==> config.mk <==
export PLATFORM = sky130hd
export DESIGN_NAME = cdbpa_top
export DESIGN_NICKNAME = d
export VERILOG_FILES = /design/src/design/cdbpa_pkg.sv /design/src/design/cdbpa_buf.sv /design/src/design/cdbpa_top.sv
export SDC_FILE = /design/constraint.sdc
export NUM_CORES = 2
export LEC_CHECK = 0
export ABC_AREA = 1
export BUFFER_PORTS_ARGS = -buffer_cell sky130_fd_sc_hd__buf_4
export CORE_MARGIN = 4
export CORE_UTILIZATION = 45
export DETAILED_ROUTE_END_ITERATION = 10
export PLACE_DENSITY = 0.7
export SYNTH_ARGS = -nofsm -noshare
export SYNTH_HDL_FRONTEND = slang
export SYNTH_HIERARCHICAL = 1
export SYNTH_SLANG_ARGS = --single-unit
==> constraint.sdc <==
create_clock -name mclk_i -period 9.8 [get_ports mclk_i]
set_input_delay 0.49 -clock mclk_i [delete_from_list [all_inputs] [get_ports mclk_i]]
set_output_delay 0.49 -clock mclk_i [all_outputs]
set_load 0.01 [all_outputs]
==> src/design/cdbpa_pkg.sv <==
package cdbpa_pkg;
  // Channel count and modulator word width
  localparam int NCH = 6;
  localparam int DW = 4;
  // Phase, cutoff and ratio field widths
  localparam int PHW = 10;
  localparam int SELW = 4;
  localparam int OSRW = 3;
  // Window counter width covers the largest ratio
  localparam int CNTW = 14;
  // Fraction bits of the high-pass running estimate
  localparam int FRAC = 16;
  // Master clock and modulator tick divider
  localparam int FCLK_MHZ = 100;
  localparam int MOD_DIV = 2;
  // Smallest ratio, applied at ratio code zero
  localparam logic [14:0] OSR_MIN = 15'h0080;
  // Phase limit base at code zero, fixed cap and the code where it applies
  localparam logic [10:0] PH_BASE = 11'h040;
  localparam logic [10:0] PH_CAP = 11'h200;
  localparam logic [2:0] PH_CAP_SEL = 3'h3;
  // Cutoff select code that bypasses the high-pass stage
  localparam logic [3:0] HP_BYPASS = 4'h0;
  // Input selector codes
  localparam logic [1:0] MUX_EXT = 2'h0;
  localparam logic [1:0] MUX_POS = 2'h1;
  localparam logic [1:0] MUX_NEG = 2'h2;
  localparam logic [1:0] MUX_ZERO = 2'h3;
  // Internal test level in modulator word units
  localparam logic [3:0] TEST_LEVEL = 4'h3;
endpackage

==> src/design/cdbpa_buf.sv <==
`timescale 1ns/10ps
module cdbpa_buf #(
  parameter int W = 8
) (
  // Clock and reset
  input wire logic mclk_i,
  input wire logic resetn_i,
  // Filling side
  input wire logic in_valid_i,
  input wire logic [W-1:0] in_data_i,
  output logic in_ready_o,
  // Draining side
  output logic out_valid_o,
  output logic [W-1:0] out_data_o,
  input wire logic out_ready_i
);
  logic [W-1:0] tail_ff;
  logic tail_v_ff;
  wire push = in_valid_i && !tail_v_ff;
  wire pop = out_valid_o && out_ready_i;
  wire head_free = pop || !out_valid_o;

  initial begin
    if (W < 1) $error("cdbpa_buf: width must be positive");
  end

  // Head entry refills from the tail first, then from the input
  always_ff @(posedge mclk_i or negedge resetn_i) begin
    if (!resetn_i) begin
      out_valid_o <= 1'b0;
      out_data_o <= '0;
      tail_v_ff <= 1'b0;
      tail_ff <= '0;
    end else if (head_free) begin
      out_valid_o <= tail_v_ff || push;
      out_data_o <= tail_v_ff ? tail_ff : in_data_i;
      tail_v_ff <= 1'b0;
    end else if (push) begin
      tail_ff <= in_data_i;
      tail_v_ff <= 1'b1;
    end
  end

  // Ready drops only once both entries hold words
  always_ff @(posedge mclk_i or negedge resetn_i) begin
    if (!resetn_i) in_ready_o <= 1'b0;
    else in_ready_o <= !(out_valid_o && !pop && (tail_v_ff || push)) &&
                       !(tail_v_ff && !head_free);
  end

  // A stalled word holds still until taken
  a_buf_hold_word: assert property (@(posedge mclk_i) disable iff (!resetn_i)
    out_valid_o && !out_ready_i |=> out_valid_o && $stable(out_data_o))
    else $error("buffered word changed while stalled");
endmodule // cdbpa_buf

==> src/design/cdbpa_top.sv <==
`timescale 1ns/10ps
module cdbpa_top #(
  parameter int NCH = cdbpa_pkg::NCH,
  parameter int DW = cdbpa_pkg::DW
) (
  // Clock and reset
  input wire logic mclk_i,
  input wire logic resetn_i,
  // Modulator words, one DW slice per channel, taken on each modulator tick
  input wire logic [NCH*DW-1:0] mod_data_i,
  // Shared configuration
  input wire logic [cdbpa_pkg::SELW-1:0] highpass_cutoff_sel_i,
  input wire logic [cdbpa_pkg::OSRW-1:0] decimation_ratio_i,
  // Per-channel configuration
  input wire logic [NCH-1:0] ch_highpass_off_i,
  input wire logic [NCH*2-1:0] ch_input_select_i,
  input wire logic [NCH*cdbpa_pkg::PHW-1:0] ch_sample_delay_i,
  // Result stream
  output logic sample_valid_o,
  output logic [$clog2(NCH)+DW+cdbpa_pkg::CNTW:0] sample_data_o,
  input wire logic sample_ready_i,
  // Status
  output logic conversion_ready_flag_o,
  output logic overrun_o
);
  localparam int ACCW = DW + cdbpa_pkg::CNTW;
  localparam int OW = ACCW + 1;
  localparam int CHW = $clog2(NCH);
  localparam int EW = OW + cdbpa_pkg::FRAC;
  localparam int PHW = cdbpa_pkg::PHW;
  localparam int CNTW = cdbpa_pkg::CNTW;

  initial begin
    if (NCH < 2 || NCH > 16) $error("cdbpa_top: NCH must be 2 to 16");
    if (DW < 2 || DW > 8) $error("cdbpa_top: DW must be 2 to 8");
  end

  // Saturate the phase to the range the current ratio allows
  function automatic logic [PHW-1:0] clip_phase(input logic [PHW-1:0] ph,
                                                input logic [2:0] r);
    logic signed [10:0] lim;
    logic signed [10:0] v;
    lim = (r >= cdbpa_pkg::PH_CAP_SEL) ? $signed(cdbpa_pkg::PH_CAP) :
          $signed(cdbpa_pkg::PH_BASE << r);
    v = $signed({ph[PHW-1], ph});
    if (v < -lim) v = -lim;
    else if (v > lim - 11'sh001) v = lim - 11'sh001;
    return v[PHW-1:0];
  endfunction

  // Lowest set bit of a pending vector
  function automatic logic [CHW-1:0] first_set(input logic [NCH-1:0] v);
    logic [CHW-1:0] idx;
    idx = '0;
    for (int i = NCH - 1; i >= 0; i--) begin
      if (v[i]) idx = CHW'(i);
    end
    return idx;
  endfunction

  // Modulator tick divider
  logic [3:0] div_ff;
  wire tick = (div_ff == 4'(cdbpa_pkg::MOD_DIV - 1));
  always_ff @(posedge mclk_i or negedge resetn_i) begin
    if (!resetn_i) div_ff <= 4'h0;
    else div_ff <= tick ? 4'h0 : div_ff + 4'h1;
  end

  // Window length from the ratio code
  wire [14:0] osr_w = cdbpa_pkg::OSR_MIN << decimation_ratio_i;
  wire [CNTW-1:0] osr_m1 = CNTW'(osr_w - 15'h0001);

  // Reference window counter, zero phase ends windows at osr_m1
  logic [CNTW-1:0] mcnt_ff;
  always_ff @(posedge mclk_i or negedge resetn_i) begin
    if (!resetn_i) mcnt_ff <= '0;
    else if (tick) mcnt_ff <= (mcnt_ff >= osr_m1) ? '0 : mcnt_ff + 14'h1;
  end

  // Per-channel input select, phase clip and window end index
  logic signed [DW-1:0] smp [NCH];
  logic [PHW-1:0] ph_clip [NCH];
  logic [NCH-1:0] emit;
  logic [NCH-1:0] ph_zero;
  for (genvar c = 0; c < NCH; c++) begin : g_ch
    wire [1:0] msel = ch_input_select_i[2*c +: 2];
    wire [PHW-1:0] ph_raw = ch_sample_delay_i[PHW*c +: PHW];
    wire [CNTW-1:0] ph_ext = {{(CNTW-PHW){ph_clip[c][PHW-1]}}, ph_clip[c]};
    wire [CNTW-1:0] end_idx = CNTW'(osr_m1 + ph_ext) & osr_m1;
    assign smp[c] = (msel == cdbpa_pkg::MUX_POS) ?
                      $signed(DW'(cdbpa_pkg::TEST_LEVEL)) :
                    (msel == cdbpa_pkg::MUX_NEG) ?
                      -$signed(DW'(cdbpa_pkg::TEST_LEVEL)) :
                    (msel == cdbpa_pkg::MUX_ZERO) ? '0 :
                    $signed(mod_data_i[DW*c +: DW]);
    assign ph_clip[c] = clip_phase(ph_raw, decimation_ratio_i);
    assign emit[c] = tick && (mcnt_ff == end_idx);
    assign ph_zero[c] = (ph_raw == '0);
  end

  // Window accumulators and captured results
  logic signed [ACCW-1:0] acc_ff [NCH];
  logic signed [ACCW-1:0] res_ff [NCH];
  logic [NCH-1:0] pend_ff;
  logic [NCH-1:0] fresh_ff;
  logic buf_ready;
  wire take = (pend_ff != '0) && buf_ready;
  wire [CHW-1:0] dch = first_set(pend_ff);
  wire [NCH-1:0] drain = take ? (NCH'(1) << dch) : '0;
  wire [NCH-1:0] lost = emit & pend_ff & ~drain;
  always_ff @(posedge mclk_i or negedge resetn_i) begin
    if (!resetn_i) begin
      for (int c = 0; c < NCH; c++) acc_ff[c] <= '0;
      for (int c = 0; c < NCH; c++) res_ff[c] <= '0;
    end else if (tick) begin
      for (int c = 0; c < NCH; c++) begin
        acc_ff[c] <= emit[c] ? '0 : acc_ff[c] + ACCW'(smp[c]);
        if (emit[c]) res_ff[c] <= acc_ff[c] + ACCW'(smp[c]);
      end
    end
  end

  // New results win over the drain of the same channel
  wire [NCH-1:0] nxt_fresh = (fresh_ff | emit);
  wire all_fresh = &nxt_fresh;
  always_ff @(posedge mclk_i or negedge resetn_i) begin
    if (!resetn_i) begin
      pend_ff <= '0;
      fresh_ff <= '0;
      conversion_ready_flag_o <= 1'b0;
      overrun_o <= 1'b0;
    end else begin
      pend_ff <= (pend_ff & ~drain) | emit;
      fresh_ff <= all_fresh ? '0 : nxt_fresh;
      conversion_ready_flag_o <= all_fresh;
      overrun_o <= (lost != '0);
    end
  end

  // High-pass stage applied as each result is drained
  logic signed [EW-1:0] est_ff [NCH];
  wire hp_on = (highpass_cutoff_sel_i != cdbpa_pkg::HP_BYPASS) &&
               !ch_highpass_off_i[dch];
  wire [4:0] hp_shift = 5'(highpass_cutoff_sel_i) + 5'h01;
  wire signed [OW-1:0] x_in = OW'(res_ff[dch]);
  wire signed [OW-1:0] est_int = est_ff[dch][EW-1:cdbpa_pkg::FRAC];
  wire signed [OW-1:0] hp_err = x_in - est_int;
  wire signed [EW-1:0] est_step =
    (EW'(hp_err) <<< cdbpa_pkg::FRAC) >>> hp_shift;
  wire signed [OW-1:0] y_out = hp_on ? hp_err : x_in;
  always_ff @(posedge mclk_i or negedge resetn_i) begin
    if (!resetn_i) begin
      for (int c = 0; c < NCH; c++) est_ff[c] <= '0;
    end else if (take && hp_on) begin
      est_ff[dch] <= est_ff[dch] + est_step;
    end
  end

  // Two-entry buffer toward the reader
  cdbpa_buf #(.W(CHW + OW)) u_buf (
    .mclk_i(mclk_i),
    .resetn_i(resetn_i),
    .in_valid_i(take),
    .in_data_i({dch, y_out}),
    .in_ready_o(buf_ready),
    .out_valid_o(sample_valid_o),
    .out_data_o(sample_data_o),
    .out_ready_i(sample_ready_i)
  );

  // Helper window counter for channel zero
  logic [CNTW:0] win0_ff;
  logic win0_seen_ff;
  logic [2:0] ratio_q_ff;
  logic [PHW-1:0] ph0_q_ff;
  // A ratio or phase change restarts the full-window qualification
  always_ff @(posedge mclk_i or negedge resetn_i) begin
    if (!resetn_i) begin
      win0_ff <= '0;
      win0_seen_ff <= 1'b0;
      ratio_q_ff <= 3'h0;
      ph0_q_ff <= '0;
    end else if (tick) begin
      ratio_q_ff <= decimation_ratio_i;
      ph0_q_ff <= ph_clip[0];
      win0_ff <= emit[0] ? '0 : win0_ff + 15'h0001;
      win0_seen_ff <= (ratio_q_ff == decimation_ratio_i) &&
                      (ph0_q_ff == ph_clip[0]) &&
                      (emit[0] || win0_seen_ff);
    end
  end

  a_bypass_zero_sel: assert property (@(posedge mclk_i)
    disable iff (!resetn_i)
    take && highpass_cutoff_sel_i == 4'h0 |-> y_out == x_in)
    else $error("high-pass active with cutoff code zero");

  a_chan_off_pass: assert property (@(posedge mclk_i)
    disable iff (!resetn_i)
    take && ch_highpass_off_i[dch] |-> y_out == x_in ##1
      est_ff[$past(dch)] == $past(est_ff[dch]))
    else $error("high-pass active on a disabled channel");

  a_hp_step_size: assert property (@(posedge mclk_i)
    disable iff (!resetn_i)
    take && hp_on && highpass_cutoff_sel_i == 4'h1
    |=> est_ff[$past(dch)] == $past(est_ff[dch]) + ($past(hp_err) <<< 14))
    else $error("estimate step not a quarter of the error at code one");

  a_test_level: assert property (@(posedge mclk_i)
    disable iff (!resetn_i)
    ch_input_select_i[1:0] == 2'h2 |-> smp[0] == -4'sd3)
    else $error("negative test level not routed");

  a_phase_limit: assert property (@(posedge mclk_i)
    disable iff (!resetn_i)
    decimation_ratio_i == 3'h0 |->
      $signed(ph_clip[0]) >= -10'sd64 && $signed(ph_clip[0]) <= 10'sd63)
    else $error("phase outside range at ratio 128");

  a_phase_cap_wide: assert property (@(posedge mclk_i)
    disable iff (!resetn_i)
    decimation_ratio_i >= 3'h3 |-> ph_clip[0] == ch_sample_delay_i[9:0])
    else $error("phase changed at a wide ratio");

  a_window_length: assert property (@(posedge mclk_i)
    disable iff (!resetn_i)
    emit[0] && win0_seen_ff && ratio_q_ff == decimation_ratio_i &&
    ph0_q_ff == ph_clip[0]
    |-> win0_ff == {1'b0, osr_m1})
    else $error("window length differs from ratio");

  a_zero_align: assert property (@(posedge mclk_i)
    disable iff (!resetn_i)
    (&ph_zero) |-> emit == '0 || (&emit))
    else $error("zero-phase windows not aligned");

  a_ready_cause: assert property (@(posedge mclk_i)
    disable iff (!resetn_i)
    conversion_ready_flag_o |->
      $past(emit != '0) && !$past(conversion_ready_flag_o))
    else $error("ready flag without a window end");
endmodule // cdbpa_top

==> flow_summary_export.csv <==
group,metric,value,unit
cells_and_area,final_common_cell,"nand2_1",
setup_path,required,10.30,ns
floorplanning,die_h,301.4,um
global_route,antenna_found_initial,1,
placed_design,post-dp-hpwl,87370,um
timing,rsz0062_at_grt,"no",
logic_synthesis,synth-edff-count,0,
cells_and_area,final_nets,6078,
routing,first_pass_iters,6,
setup_path,reg2reg_from,"pend_ff[3]",
floorplanning,dieArea,90850,um2
timing,hold_viol,0,
global_route,grtUsageMet1,36.27,%
placed_design,routabilityCongestion,0.9390,
routing,wl_per_cell,17.45,um
logic_synthesis,synth.avg_cell_area,6.886,um2
routing,ant_nets,0,
clocking,root_buffer,"clkbuf_16",
logic_synthesis,ys_types,61,
setup_path,cp_max_fo,38,
routing,drt-total-wl,120200,um
logic_synthesis,ys_warn_count,6,
timing,setup_tns,0,ns
clocking,cts.sinks,505,
logic_synthesis,synth_seq_cells,505,
placed_design,numPortBuffers,136,
timing,drv_slew,0,
setup_path,start_kind,"register",
cells_and_area,final_util,50.07,%
timing,clock_skew,0.04670,ns
timing,final.min_clock_period,8.622,ns
global_route,globalRoute.totalOverflow,0,
global_route,grt_pass1_wl,191000,um
min_path,hp-class,"in2async",
clocking,cts_buffers,57,
timing,max_freq,0.1160,GHz
global_route,grt-busiest-layer,"met2",
setup_path,worstSetupPathType,"reg2reg",
global_route,track_usage,26.09,%
clocking,cts_buffer_depth,3,
global_route,grt.met2_usage,41.62,%
floorplanning,initial_core_util,45.42,%
setup_path,cpMostUsedCell,"nand2_1",
floorplanning,coreArea,85280,um2
clocking,cts_tree,"built",
floorplanning,row_count,107,
clocking,clkLatencyLatePin,0.64,ns
timing,tightestPinTransition,0.9823,ns
placed_design,dp_cells,6777,
setup_path,endpoint_kind,"register",
job,max_cap_violations,0,
routing,remaining_drc_errors,0,
clocking,cts.repair.resized,0,
cells_and_area,nFillCells,8533,
global_route,grt_start_max_net_pins,77,
floorplanning,ios,137,
cells_and_area,fin_cells,6885,
clocking,htreeDepth,2,
timing,slew_headroom,34.51,%
setup_path,cp_data_arrival_time,9.12,ns
logic_synthesis,synth_area_leaders,"dfrtp_1 33%, nand2_1 18%, ha_1 8.6%",
clocking,clk_pin_slew,0.06,ns
timing,setup_viol,0,
cells_and_area,drive_gt1_share,7.507,%
cells_and_area,mostFrequentLayoutCells,"1805 x nand2_1, 651 x inv_1, 505 x dfrtp_1",
setup_path,slowest_stage,"nand2_2",
routing,drt-initial-drc-count,3344,
logic_synthesis,yosysTopAreaCell,"dfrtp_1",
run_status,run_status,"finished, final reports clean",
cells_and_area,diodes,0,
setup_path,worst_path_largest_cell_delay,0.73,ns
global_route,grt_pass1_vias,35280,
floorplanning,die_w,301.4,um
logic_synthesis,seq_area_frac_synth,32.62,%
cells_and_area,areaGrowthSynthToFinish,10.24,%
global_route,grt_use_met3,4.435,%
logic_synthesis,syn_area,38740,um2
routing,vias_per_cell,5.454,
timing,period_share,87.98,%
routing,vias,37548,
logic_synthesis,synthArstFlopShare,100.0,%
logic_synthesis,synth_top_area_share,32.62,%
logic_synthesis,synthFlopType,"dfrtp_1",
setup_path,crit_start,"pend_ff[3]",
logic_synthesis,netlist_instances,5626,
==> synth_stat cells, types with 6 or more instances <==
library cell	number
buf_4	7
o31ai_1	8
a21oi_1	265
nand4_1	84
nor2_1	290
nor3_1	37
nand3_2	17
nand2_4	6
nor2_4	7
clkbuf_1	108
or2_2	22
clkinv_1	10
nor2_2	12
or2_0	18
inv_2	22
a22oi_1	17
a31oi_1	15
a21boi_0	7
o21ai_1	74
nand2_2	34
o21ai_0	417
o221ai_1	14
nand3_1	395
xnor2_1	55
a21o_1	16
nand2_1	1808
nand3b_1	21
a221oi_1	40
buf_2	34
buf_6	17
buf_1	28
o21bai_1	19
inv_1	651
o211ai_1	19
ha_1	265
o22ai_1	60
a211oi_1	8
dfrtp_1	505
mux2i_1	16
xor2_1	116
fa_1	8
==> per-stage QoR <==
stage	setup WS, ns	hold slack (ns)	area, um2
after floorplan	2.902	0.1944	38820
after global placement	1.609	0.4534	40750
after detailed placement	1.519	0.4580	40750
after CTS	1.395	0.3840	42700
after global routing	0.2798	0.4344	42700
final	1.178	0.3955	42700
==> area by class of cell <==
type	instances	area, um2	share of cell area (%)
timing repair buffer	183	1384	3.241
clock inverter	31	312.8	0.7325
multi-input combinational	4263	22740	53.26
sequential	505	12640	29.59
tap	1144	1431	3.352
clock buffer	76	1629	3.815
inverter	683	2566	6.009
==> path summary, 6_finish.rpt <==
kind	slack (ns)	cells after the start	endpoint
max	1.18	47	est_ff[174]
min	0.40	2	u_buf/out_data_o[1]
max reg2reg	1.18	47	est_ff[174]
min reg2reg	0.47	2	u_buf/tail_ff[4]
max in group asynchronous	7.27	4	acc_ff[93]
min in group mclk_i	0.40	6	res_ff[90]
==> registers in the layout, indices dropped and copies added (netlist names) <==
signal,flops
fresh_ff,6
u_buf/out_data_o,22
res_ff,108
acc_ff,108
overrun_o,1
u_buf/out_valid_o,1
u_buf/tail_v_ff,1
pend_ff,6
u_buf/tail_ff,22
conversion_ready_flag_o,1
est_ff,210
u_buf/in_ready_o,1
div_ff,4
mcnt_ff,14
==> per-layer routing <==
layer  up-vias  share of wire (%)
met2      1347                 45
met1     17424                 44
met4         0                3.2
met3       231                8.0
li1      18546                  -
met5         -                  0
==> kinds of logic (layout without fill, tap and decap cells) <==
family | Yosys count | count (layout) | share of synthesized area (%)
flip-flops | 505 | 505 | 32.62
buffers and inverters | 880 | 973 | 9.044
adder cells (fa/ha/maj) | 273 | 273 | 8.973
multiplexers | 16 | 16 | 0.4134
XOR/XNOR | 171 | 171 | 3.866
AO/OA/AOI/OAI | 1003 | 1003 | 14.59
AND/OR/NAND/NOR | 2776 | 2776 | 30.47
other | 2 | 24 | 0.01939
==> critical path, delay by kind of cell, from the launching register on <==
family                     cells  cell delay [ns]
and+or+nand+nor               26             3.19
AOI/OAI and AO/OA             11             2.72
adders and majority gates      4             1.42
buffers and inverters          5             0.54
DFF                            1             0.41
xor gates and xnor gates       1             0.17
==> timing repair <==
action                                  in CTS  in global routing
hold endpoints to repair                    62                  0
hold buffers                                 1                  0
endpoints found under the setup margin       0                  0
setup buffers                                0                  0
Power is left out: the tool's default activity adds up to more than one toggle a clock period on the data nets, which glitch-free logic cannot reach.
